--- src/rtl/timer16_consts.vh ---
// Constants for the 16-bit clear-on-match and fast PWM waveform timer
`ifndef TIMER16_CONSTS_VH
`define TIMER16_CONSTS_VH

// Register byte offsets
`define OFF_CTRL 8'h00
`define OFF_COUNT 8'h04
`define OFF_CMPA 8'h08
`define OFF_CMPB 8'h0C
`define OFF_CAPT 8'h10
`define OFF_FLAGS 8'h14
`define OFF_STATUS 8'h18

// Control register fields
`define CTRL_WGM 3:0
`define CTRL_COMA 5:4
`define CTRL_COMB 7:6
`define CTRL_CS 10:8
`define CTRL_DIR_A 12
`define CTRL_DIR_B 13
`define CTRL_RESET 16'h0000

// Flag register bits
`define FLG_OVF 0
`define FLG_CMPA 1
`define FLG_CMPB 2
`define FLG_CAPT 3
`define FLG_WIDTH 4

// Waveform mode codes
`define WGM_CTC_CMPA 4'h4
`define WGM_FAST_8 4'h5
`define WGM_FAST_9 4'h6
`define WGM_FAST_10 4'h7
`define WGM_CTC_CAPT 4'hC
`define WGM_FAST_CAPT 4'hE
`define WGM_FAST_CMPA 4'hF

// Output action codes
`define COM_NONE 2'h0
`define COM_TOGGLE 2'h1
`define COM_CLR_NONINV 2'h2
`define COM_SET_INV 2'h3

// Counter limits
`define CNT_BOTTOM 16'h0000
`define CNT_MAX 16'hFFFF
`define TOP_8BIT 16'h00FF
`define TOP_9BIT 16'h01FF
`define TOP_10BIT 16'h03FF

// Prescaler select codes and divider masks
`define CS_STOP 3'h0
`define CS_DIV1 3'h1
`define CS_DIV8 3'h2
`define CS_DIV64 3'h3
`define CS_DIV256 3'h4
`define CS_DIV1024 3'h5
`define PSC_MASK_1 10'h000
`define PSC_MASK_8 10'h007
`define PSC_MASK_64 10'h03F
`define PSC_MASK_256 10'h0FF
`define PSC_MASK_1024 10'h3FF

`endif

--- src/rtl/timer16_ctc_fast_pwm.v ---
// 16-bit timer with clear-on-match and fast PWM waveform generation, Avalon-MM slave
//
// Chosen here: register access over Avalon-MM and the placing of the registers.
`timescale 1ns/10ps
`include "timer16_consts.vh"

module timer16_ctc_fast_pwm (
	input wire clk_sys_i,
	input wire rst_b_i,
	input wire [7:0] address_i,
	input wire read_i,
	input wire write_i,
	input wire [31:0] writedata_i,
	input wire [3:0] byteenable_i,
	output wire [31:0] readdata_o,
	output wire waitrequest_o,
	output wire wave_a_o,
	output wire wave_a_oe_b_o,
	output wire wave_b_o,
	output wire wave_b_oe_b_o
);

	////////////////////////////////////////////////////////////////////////////////
	// Functions

	function is_fast;
		input [3:0] wgm;
		begin
			is_fast = (wgm == `WGM_FAST_8) || (wgm == `WGM_FAST_9) || (wgm == `WGM_FAST_10) ||
				(wgm == `WGM_FAST_CAPT) || (wgm == `WGM_FAST_CMPA);
		end
	endfunction

	function is_ctc;
		input [3:0] wgm;
		begin
			is_ctc = (wgm == `WGM_CTC_CMPA) || (wgm == `WGM_CTC_CAPT);
		end
	endfunction

	function is_fixed_top;
		input [3:0] wgm;
		begin
			is_fixed_top = (wgm == `WGM_FAST_8) || (wgm == `WGM_FAST_9) || (wgm == `WGM_FAST_10);
		end
	endfunction

	// Outside the two supported modes the counter simply runs to maximum
	function [15:0] top_of;
		input [3:0] wgm;
		input [15:0] cmpa;
		input [15:0] capt;
		begin
			case (wgm)
				`WGM_FAST_8: top_of = `TOP_8BIT;
				`WGM_FAST_9: top_of = `TOP_9BIT;
				`WGM_FAST_10: top_of = `TOP_10BIT;
				`WGM_CTC_CMPA, `WGM_FAST_CMPA: top_of = cmpa;
				`WGM_CTC_CAPT, `WGM_FAST_CAPT: top_of = capt;
				default: top_of = `CNT_MAX;
			endcase
		end
	endfunction

	function [9:0] psc_mask;
		input [2:0] cs;
		begin
			case (cs)
				`CS_DIV8: psc_mask = `PSC_MASK_8;
				`CS_DIV64: psc_mask = `PSC_MASK_64;
				`CS_DIV256: psc_mask = `PSC_MASK_256;
				`CS_DIV1024: psc_mask = `PSC_MASK_1024;
				default: psc_mask = `PSC_MASK_1;
			endcase
		end
	endfunction

	function [15:0] merge_be;
		input [15:0] old;
		input [31:0] data;
		input [3:0] be;
		begin
			merge_be = {be[1] ? data[15:8] : old[15:8], be[0] ? data[7:0] : old[7:0]};
		end
	endfunction

	////////////////////////////////////////////////////////////////////////////////
	// Reset release

	reg rst_meta_reg;
	reg rst_sync_reg;

	always @(posedge clk_sys_i or negedge rst_b_i) begin
		if (!rst_b_i) begin
			rst_meta_reg <= 1'b0;
			rst_sync_reg <= 1'b0;
		end else begin
			rst_meta_reg <= 1'b1;
			rst_sync_reg <= rst_meta_reg;
		end
	end

	////////////////////////////////////////////////////////////////////////////////
	// State and decode

	reg [15:0] ctrl_reg;
	reg [15:0] cnt_reg;
	reg [15:0] cnt_next;
	reg [31:0] cmp_buf_reg;
	reg [31:0] cmp_act_reg;
	reg [15:0] capt_reg;
	reg [`FLG_WIDTH-1:0] flags_reg;
	reg [`FLG_WIDTH-1:0] flags_set;
	reg [9:0] psc_reg;
	reg waitrequest_reg;
	reg [31:0] readdata_reg;
	reg [31:0] rd_mux;
	reg wave_a_reg;
	reg wave_a_oe_b_reg;
	reg wave_b_reg;
	reg wave_b_oe_b_reg;

	wire acc_go = (read_i | write_i) & waitrequest_reg;
	wire wr_go = write_i & acc_go;
	wire wr_ctrl = wr_go && (address_i == `OFF_CTRL);
	wire wr_count = wr_go && (address_i == `OFF_COUNT);
	wire wr_cmpa = wr_go && (address_i == `OFF_CMPA);
	wire wr_cmpb = wr_go && (address_i == `OFF_CMPB);
	wire wr_capt = wr_go && (address_i == `OFF_CAPT);
	wire wr_flags = wr_go && (address_i == `OFF_FLAGS);

	wire [3:0] wgm = ctrl_reg[`CTRL_WGM];
	wire fast = is_fast(wgm);
	wire ctc = is_ctc(wgm);
	wire [2:0] cs = ctrl_reg[`CTRL_CS];

	// Only fast PWM reads the active copy; other modes read the buffer and see writes at once
	wire [31:0] cmp_eff = fast ? cmp_act_reg : cmp_buf_reg;
	wire [15:0] top = top_of(wgm, cmp_eff[15:0], capt_reg);
	wire at_top = (cnt_reg == top);
	wire at_max = (cnt_reg == `CNT_MAX);

	// A stopped prescaler leaves the counter frozen
	wire tick = (cs != `CS_STOP) && ((psc_reg & psc_mask(cs)) == psc_mask(cs));

	// Bits above a fixed top are dropped on write
	wire [15:0] wmask = is_fixed_top(wgm) ? top : `CNT_MAX;
	wire [15:0] cmpa_wdata = merge_be(cmp_buf_reg[15:0], writedata_i, byteenable_i) & wmask;
	wire [15:0] cmpb_wdata = merge_be(cmp_buf_reg[31:16], writedata_i, byteenable_i) & wmask;

	wire [1:0] oc_vec;
	wire [1:0] match;

	////////////////////////////////////////////////////////////////////////////////
	// Prescaler and counter

	always @(posedge clk_sys_i or negedge rst_sync_reg) begin
		if (!rst_sync_reg) begin
			psc_reg <= 10'h000;
		end else if (cs == `CS_STOP) begin
			psc_reg <= 10'h000;
		end else begin
			psc_reg <= psc_reg + 10'h001;
		end
	end

	always @* begin
		cnt_next = cnt_reg;
		if (wr_count) begin
			cnt_next = merge_be(cnt_reg, writedata_i, byteenable_i);
		end else if (tick) begin
			if ((fast || ctc) && at_top) begin
				cnt_next = `CNT_BOTTOM;
			end else begin
				cnt_next = cnt_reg + 16'h0001;
			end
		end
	end

	always @(posedge clk_sys_i or negedge rst_sync_reg) begin
		if (!rst_sync_reg) begin
			cnt_reg <= `CNT_BOTTOM;
		end else begin
			cnt_reg <= cnt_next;
		end
	end

	////////////////////////////////////////////////////////////////////////////////
	// Compare, capture and control registers

	always @(posedge clk_sys_i or negedge rst_sync_reg) begin
		if (!rst_sync_reg) begin
			ctrl_reg <= `CTRL_RESET;
			cmp_buf_reg <= {`CNT_BOTTOM, `CNT_BOTTOM};
			cmp_act_reg <= {`CNT_BOTTOM, `CNT_BOTTOM};
			capt_reg <= `CNT_BOTTOM;
		end else begin
			if (wr_ctrl) begin
				ctrl_reg <= merge_be(ctrl_reg, writedata_i, byteenable_i);
			end
			if (wr_cmpa) begin
				cmp_buf_reg[15:0] <= cmpa_wdata;
			end
			if (wr_cmpb) begin
				cmp_buf_reg[31:16] <= cmpb_wdata;
			end
			if (wr_capt) begin
				capt_reg <= merge_be(capt_reg, writedata_i, byteenable_i);
			end
			// Keeping the active copy in step outside fast PWM makes a mode switch clean
			if (!fast || (tick && at_top)) begin
				cmp_act_reg <= cmp_buf_reg;
			end
		end
	end

	////////////////////////////////////////////////////////////////////////////////
	// Flags: a set in the same cycle as a clear wins

	always @* begin
		flags_set = {`FLG_WIDTH{1'b0}};
		flags_set[`FLG_OVF] = tick && (fast ? at_top : at_max);
		flags_set[`FLG_CMPA] = match[0];
		flags_set[`FLG_CMPB] = match[1];
		flags_set[`FLG_CAPT] = tick && at_top &&
			((wgm == `WGM_CTC_CAPT) || (wgm == `WGM_FAST_CAPT));
	end

	always @(posedge clk_sys_i or negedge rst_sync_reg) begin
		if (!rst_sync_reg) begin
			flags_reg <= {`FLG_WIDTH{1'b0}};
		end else if (wr_flags && byteenable_i[0]) begin
			flags_reg <= (flags_reg & ~writedata_i[`FLG_WIDTH-1:0]) | flags_set;
		end else begin
			flags_reg <= flags_reg | flags_set;
		end
	end

	////////////////////////////////////////////////////////////////////////////////
	// Waveform output per channel

	genvar ch;
	generate
		for (ch = 0; ch < 2; ch = ch + 1) begin : chan
			reg oc_reg;
			reg oc_next;
			wire [1:0] com = (ch == 0) ? ctrl_reg[`CTRL_COMA] : ctrl_reg[`CTRL_COMB];
			wire toggle_ok = (ch == 0) && (!fast || (wgm == `WGM_FAST_CMPA));

			// Compare above top never equals the counter before it clears
			assign match[ch] = tick && (cnt_reg == cmp_eff[ch*16 +: 16]);
			assign oc_vec[ch] = oc_reg;

			// Action is read live, so a new setting acts at the next top or match
			always @* begin
				oc_next = oc_reg;
				if (fast && tick && at_top) begin
					if (com == `COM_CLR_NONINV) begin
						oc_next = 1'b0;
					end else if (com == `COM_SET_INV) begin
						oc_next = 1'b1;
					end
				end
				// Match after the top action, so compare equal to top holds a constant level for the clear and set actions
				if (match[ch]) begin
					case (com)
						`COM_TOGGLE: begin
							if (toggle_ok) begin
								oc_next = ~oc_reg;
							end
						end
						`COM_CLR_NONINV: begin
							oc_next = fast;
						end
						`COM_SET_INV: begin
							oc_next = !fast;
						end
						default: begin
							oc_next = oc_reg;
						end
					endcase
				end
			end

			always @(posedge clk_sys_i or negedge rst_sync_reg) begin
				if (!rst_sync_reg) begin
					oc_reg <= 1'b0;
				end else begin
					oc_reg <= oc_next;
				end
			end
		end
	endgenerate

	// Pins are enabled only when their direction bit selects output
	always @(posedge clk_sys_i or negedge rst_sync_reg) begin
		if (!rst_sync_reg) begin
			wave_a_reg <= 1'b0;
			wave_a_oe_b_reg <= 1'b1;
			wave_b_reg <= 1'b0;
			wave_b_oe_b_reg <= 1'b1;
		end else begin
			wave_a_reg <= oc_vec[0];
			wave_a_oe_b_reg <= ~ctrl_reg[`CTRL_DIR_A];
			wave_b_reg <= oc_vec[1];
			wave_b_oe_b_reg <= ~ctrl_reg[`CTRL_DIR_B];
		end
	end

	////////////////////////////////////////////////////////////////////////////////
	// Avalon-MM slave: one wait state, then one cycle with waitrequest low

	always @* begin
		case (address_i)
			`OFF_CTRL: rd_mux = {16'h0000, ctrl_reg};
			`OFF_COUNT: rd_mux = {16'h0000, cnt_reg};
			`OFF_CMPA: rd_mux = {16'h0000, cmp_buf_reg[15:0]};
			`OFF_CMPB: rd_mux = {16'h0000, cmp_buf_reg[31:16]};
			`OFF_CAPT: rd_mux = {16'h0000, capt_reg};
			`OFF_FLAGS: rd_mux = {28'h0000000, flags_reg};
			`OFF_STATUS: rd_mux = {cmp_act_reg[15:0], 14'h0000, oc_vec};
			default: rd_mux = 32'h00000000;
		endcase
	end

	always @(posedge clk_sys_i or negedge rst_sync_reg) begin
		if (!rst_sync_reg) begin
			waitrequest_reg <= 1'b1;
			readdata_reg <= 32'h00000000;
		end else if (acc_go) begin
			waitrequest_reg <= 1'b0;
			if (read_i) begin
				readdata_reg <= rd_mux;
			end
		end else begin
			waitrequest_reg <= 1'b1;
		end
	end

	assign readdata_o = readdata_reg;
	assign waitrequest_o = waitrequest_reg;
	assign wave_a_o = wave_a_reg;
	assign wave_a_oe_b_o = wave_a_oe_b_reg;
	assign wave_b_o = wave_b_reg;
	assign wave_b_oe_b_o = wave_b_oe_b_reg;

endmodule

--- config.mk ---
export PLATFORM = sky130hd
export DESIGN_NAME = timer16_ctc_fast_pwm
export DESIGN_NICKNAME = d
export VERILOG_FILES = /design/src/rtl/timer16_ctc_fast_pwm.v
export VERILOG_INCLUDE_DIRS = /design/src /design/src/rtl
export SDC_FILE = /design/constraint.sdc
export NUM_CORES = 1
export LEC_CHECK = 0
export ABC_AREA = 0
export ABC_CLOCK_PERIOD_IN_PS = 6300
export BUFFER_PORTS_ARGS = -buffer_cell sky130_fd_sc_hd__buf_4
export CAP_MARGIN = 20
export CORE_MARGIN = 1.5
export CORE_UTILIZATION = 55
export CTS_CLUSTER_SIZE = 40
export DETAILED_ROUTE_END_ITERATION = 16
export GPL_ROUTABILITY_DRIVEN = 0
export PLACE_DENSITY_LB_ADDON = 0.05
export SYNTH_ARGS = -nofsm -noshare
export SYNTH_HDL_FRONTEND = slang
export SYNTH_SLANG_ARGS = --single-unit
--- constraint.sdc ---
create_clock -name clk_sys_i -period 6.3 [get_ports clk_sys_i]
set_clock_uncertainty 0.2 [all_clocks]
set_input_delay 1.89 -clock clk_sys_i [delete_from_list [all_inputs] [get_ports clk_sys_i]]
set_output_delay 1.89 -clock clk_sys_i [all_outputs]
set_load 0.01 [all_outputs]
== Word level (Yosys, flattened, before mapping) ==
Cells that the tools add are included.

* Register bits after elaboration: 167
* Input bits: 48
* Output and inout port bits: 37
* Logic and storage cells: 136

* $add $sub $neg: 2
* Equal/unequal tests: 32
* Muxes and demuxes: 29
* Bitwise logic cells: 13
* Reduce and logical (&&, ||, !) cells: 39

{| class="wikitable"
|+ Operators with widths
! kind !! number
|-
| $pmux W32 S7 || 1
|-
| $pmux W16 S5 || 1
|-
| $mux W16 || 4
|-
| $eq A16 B16 Y1 || 3
|-
| $mux W8 || 6
|-
| $pmux W10 S4 || 1
|-
| $and A16 B16 Y16 || 2
|-
| $mux W32 || 1
|-
| $eq A8 B5 Y1 const B || 3
|-
| $add A16 B1 Y16 const B || 1
|-
| $eq A16 B16 Y1 const B || 1
|-
| $eq A4 B3 Y1 const B || 4
|-
| $eq A8 B4 Y1 const B || 2
|-
| $logic_and A1 B1 Y1 || 16
|-
| $reduce_and A2 Y1 || 7
|-
| $eq A4 B4 Y1 const B || 3
|-
| $mux W1 || 11
|-
| $add A10 B1 Y10 const B || 1
|-
| $and A10 B10 Y10 || 1
|-
| $eq A10 B10 Y1 || 1
|-
| $mux W10 || 1
|-
| $logic_or A1 B1 Y1 || 9
|-
| $eq A2 B2 Y1 const B || 4
|-
| $eq A8 B3 Y1 const B || 1
|-
| 19 further kinds || 30
|}

== Logic depth before layout (Yosys ltp) ==
* Word-level depth: 13
* Depth in mapped cells: 15

== Worst setup path before layout ==
OpenSTA, ideal clock, no wires.

* Kind: in2reg
* From: input address_i[7]
* To: register capt_reg[0]
* Data arrival time: 3.713 ns
* Required time: 5.975 ns
* Path slack: 2.263 ns
* Cell stages on the path: 5
* Cell sequence: nor3_1 -> and2_1 -> nand2_1 -> nor4_1 -> mux2_2

* Cells in the longest elaborated chain, start to end: 3

{| class="wikitable"
|+ RTL lines
! element !! RTL line !! text
|-
| from (decl) || timer16_ctc_fast_pwm.v:10 || <nowiki>input wire [7:0] address_i,</nowiki>
|-
| $eq A8 B5 Y1 || - ||
|-
| $logic_and A1 B1 Y1 || timer16_ctc_fast_pwm.v:129 || <nowiki>wire wr_capt = wr_go && (address_i == `OFF_CAPT);</nowiki>
|-
| $reduce_and A2 Y1 (no source line) || - ||
|-
| to (signal assigned) || timer16_ctc_fast_pwm.v:196 || <nowiki>capt_reg <= `CNT_BOTTOM;</nowiki>
|-
| to (signal assigned) || timer16_ctc_fast_pwm.v:208 || <nowiki>capt_reg <= merge_be(capt_reg, writedata_i, byteenable_i);</nowiki>
|-
| to (decl) || timer16_ctc_fast_pwm.v:111 || <nowiki>reg [15:0] capt_reg;</nowiki>
|}

Every way passes these cells.
A chain may end at the register's enable or synchronous reset.

== Final worst setup path ==
* From: register ctrl_reg[0]
* To: register cnt_reg[0]

* Cells in the longest elaborated chain, start to end: 12
* Elaborated cells between the ends (all ways): 22

{| class="wikitable"
|+ RTL lines
! element !! RTL line !! text
|-
| from (decl) || timer16_ctc_fast_pwm.v:106 || <nowiki>reg [15:0] ctrl_reg;</nowiki>
|-
| from (signal assigned) || timer16_ctc_fast_pwm.v:193 || <nowiki>ctrl_reg <= `CTRL_RESET;</nowiki>
|-
| from (signal assigned) || timer16_ctc_fast_pwm.v:199 || <nowiki>ctrl_reg <= merge_be(ctrl_reg, writedata_i, byteenable_i);</nowiki>
|-
| $eq A4 B3 Y1 || timer16_ctc_fast_pwm.v:54 || <nowiki>case (wgm)</nowiki>
|-
| $logic_or A1 B1 Y1 (4 in a row) || timer16_ctc_fast_pwm.v:29 || <nowiki>is_fast = (wgm == `WGM_FAST_8) || (wgm == `WGM_FAST_9) || (wgm == `WGM_FAST_10) ||</nowiki>
|-
| $mux W32 || timer16_ctc_fast_pwm.v:138 || <nowiki>wire [31:0] cmp_eff = fast ? cmp_act_reg : cmp_buf_reg;</nowiki>
|-
| $pmux W16 S5 || timer16_ctc_fast_pwm.v:54 ||
|-
| $eq A16 B16 Y1 || timer16_ctc_fast_pwm.v:140 || <nowiki>wire at_top = (cnt_reg == top);</nowiki>
|-
| $logic_and A1 B1 Y1 * || timer16_ctc_fast_pwm.v:172 || <nowiki>if ((fast || ctc) && at_top) begin</nowiki>
|-
| $mux W16 * || timer16_ctc_fast_pwm.v:172 ||
|-
| $mux W16 * || timer16_ctc_fast_pwm.v:171 || <nowiki>end else if (tick) begin</nowiki>
|-
| $mux W16 * || timer16_ctc_fast_pwm.v:169 || <nowiki>if (wr_count) begin</nowiki>
|-
| to (signal assigned) || timer16_ctc_fast_pwm.v:182 || <nowiki>cnt_reg <= `CNT_BOTTOM;</nowiki>
|-
| to (signal assigned) || timer16_ctc_fast_pwm.v:184 || <nowiki>cnt_reg <= cnt_next;</nowiki>
|-
| to (decl) || timer16_ctc_fast_pwm.v:107 || <nowiki>reg [15:0] cnt_reg;</nowiki>
|}

Every way passes the cells marked *; elsewhere a longest branch is shown, timed or not. The select of a mux whose other input is x is not followed.

==> run summary <==
reg2reg path depth: 10
Setup CP Type: reg2reg
status: complete, no violations
Resize count post-CTS: 0
Global Route Usage Sum: 30.9%
die area: 17,500 sq um
layout cells sized above 1: 24.9%
Clk pin slew, worst setup/hold paths: 0.07 ns
total gr overflow: 0
post-synth top area share: 44.7%
Least-Margin Pin Slew: 0.953 ns
WL/cell: 23.3 um
asr flop ratio synth: 100%
prevailing post-synth register cell: dfrtp_1
CTS Hold Buffers Added: 0
post-route setup slack: 1.97 ns
die height: 132 um
area grow syn2layout: 13.1%
Avg Cell Area, Syn: 10.9 sq um
Hold Path Class: reg2async
row cnt: 47
# clock sinks: 167
CTS root buffer: clkbuf_16
vias in the first global route: 7,243
Post-Syn Nets: 893
final setup TNS: 0 ns
Startpoint Class: register
1st-pass router iterations: 8
Critical Path End Type: register
Clk pwr share: 41.0%
CTS tree: done
Yosys top cell by area: dfrtp_1
Initial Utilization: 55.7%
Tot Pwr: 0.00240 W
diode count: 0
post-synthesis register bit count: 167
vias per cell: 6.52
Final period util: 68.7%
cts bufs inserted: 17
arrival time worst endpoint: 4.40 ns
Crit Reg-Reg Startpoint: ctrl_reg[0]
Critical Path Fanout Max: 22
drt drc: 0
Final Critical Period: 4.33 ns
Post-DP HPWL: 18,900 um
EDFF count, synth: 0
placed cells: 1,086
fillcell total: 1,332
Nets: 937
max cap viols: 0
post-route cell area: 10,400 sq um
DR vias: 7,302
I/O pins: 85
Routed WL: 26,100 um
initial antenna violation count: 0
Post-DRT Antenna Nets: 0
Multi-input gate area: 4670 sq um
Register Area: 4190 sq um
relative max-transition margin: 35.9%
P_sw: 0.000647 W
Seq/Total Area, Yosys: 45.6%
Final Setup Violations: 0
largest net degree at the start of global routing: 77
CP peak stage delay: 0.82 ns
sequential share of power: 48.4%
mapped cell area: 9170 sq um
die width: 132 um
first-pass GRT wire length: 41,400 um
unique cell type count in the Yosys netlist: 68
Lkg Pwr: 4.61 nW
RSZ-0062 raised after global routing: false
clk_lat worst skew: 0.43 ns
CORE AREA: 16,500 sq um
VDD IR max: 190 uV
PwrDens: 231 nW/um^2
DRT iter0 DRCs: 688
Port Buffers: 66
Sw Ratio: 27.0%
combinational power share: 10.6%
ranking of synthesized cells by area: dfrtp_1, mux2_2, mux2_4
CP max stage cell: nor4_4
H-tree levels: 4
deepest clock path buffer count: 2
max-slew violation count: 0
Post-CTS Setup Inserts: 0
most common cell after layout, fill and taps aside: dfrtp_1
Post-Syn Instances: 843
count of final hold-check violations: 0
Critical Path RT: 6.38 ns
Fmax: 231 MHz
Post-DP Area: 9790 sq um
reg2reg setup slack: 1.97 ns
Non-Filler Instances: 1,120
r2r endpoint: cnt_reg[0]
DP Worst Slack: 1.71 ns
Syn. warnings: 0
critical path, cell by cell: buf_4 -> or4_1 -> a31oi_1 -> xnor2_1 -> nand4bb_1 -> or4_4 -> nor4_4 -> nor2_1 -> a221oi_1 -> a21oi_1
most frequent cells in the layout: dfrtp_1, buf_4, nand2_1
Pint: 0.00175 W
[critical path, delay by kind of cell (launching register included)]
family | cells | cell delay [ns]
compound gates | 3 | 0.62
xor+xnor | 1 | 0.08
buf+inv | 1 | 0.32
flops | 1 | 0.57
simple gates | 5 | 2.37
[cell families after synthesis]
kind of cell               count (synthesis)  share of synthesized area (%)
muxes                                    128                           18.1
DFF                                      167                           45.6
AOI/OAI and AO/OA                        178                           13.5
and+or+nand+nor                          246                           14.0
xor gates and xnor gates                  49                           4.68
other                                      1                         0.0409
adders and majority gates                  2                          0.273
buffers and inverters                     72                           3.72
[how the worst max path moves through the flow]
| stage | from | endpoint | slack (ns) | cells past startpoint |
|---|---|---|---|---|
| 2_1_floorplan | rst_sync_reg | capt_reg[0] | 1.11 | 0 |
| 3_3_place_gp | address_i[7] | cnt_reg[3] | 1.82 | 9 |
| 3_5_place_dp | address_i[7] | cnt_reg[3] | 1.71 | 9 |
| 4_1_cts | ctrl_reg[0] | cnt_reg[0] | 2.02 | 10 |
| 5_1_grt | ctrl_reg[0] | cnt_reg[11] | 1.82 | 10 |
| 6_report | ctrl_reg[0] | cnt_reg[0] | 1.97 | 10 |
[routing by layer]
metal	track usage [%]	part of all wire, %	wire (um)	vias up
li1	-	-	-	3208
met1	44.2	44	11400	3715
met2	48.6	47	12100	332
met3	5.61	7.8	2030	47
met4	8.58	2.0	534	0
met5	0	0	0	-
[stage by stage]
| step | hold slack [ns] | util (%) |
|---|---|---|
| 2_1_floorplan | 0.131 | - |
| 3_3_place_gp | 0.0275 | 59.4 |
| 3_5_place_dp | 0.0474 | 59.4 |
| 4_1_cts | 0.0542 | 62.8 |
| 5_1_grt | 0.0786 | 63.0 |
| 6_report | 0.0438 | 63.0 |
[cell type report]
type,count,area share [%]
Timing Repair Buffer,83,6.17
Multi-Input combinational cell,604,45.0
Clock inverter,9,0.675
Inverter,14,0.506
Sequential cell,167,40.3
Clock buffer,23,4.70
Tap cell,220,2.65
[power groups by stage]
stage / combinational, W / sequential, W / clock [W]
global route: 0.000271 / 0.00116 / 0.00104
floorplan: 0.000187 / 0.00115 / 0
detailed placement: 0.000247 / 0.00118 / 0
global placement: 0.000241 / 0.00118 / 0
finish: 0.000254 / 0.00116 / 0.000985
CTS: 0.000248 / 0.00116 / 0.000991
[cell usage after synthesis (12+ instances only)]
master / instances
mux4_2: 14
nand3_1: 24
a21oi_1: 14
nor2_1: 51
mux2_4: 28
inv_1: 14
o21ai_0: 51
buf_2: 12
xor2_1: 17
dfrtp_1: 164
clkbuf_1: 37
o211ai_1: 13
a22o_1: 29
mux2i_1: 34
xnor2_1: 32
nand2_1: 65
a22oi_1: 16
nor3_1: 21
mux2_2: 52
Power figures use the tool's default switching activity.
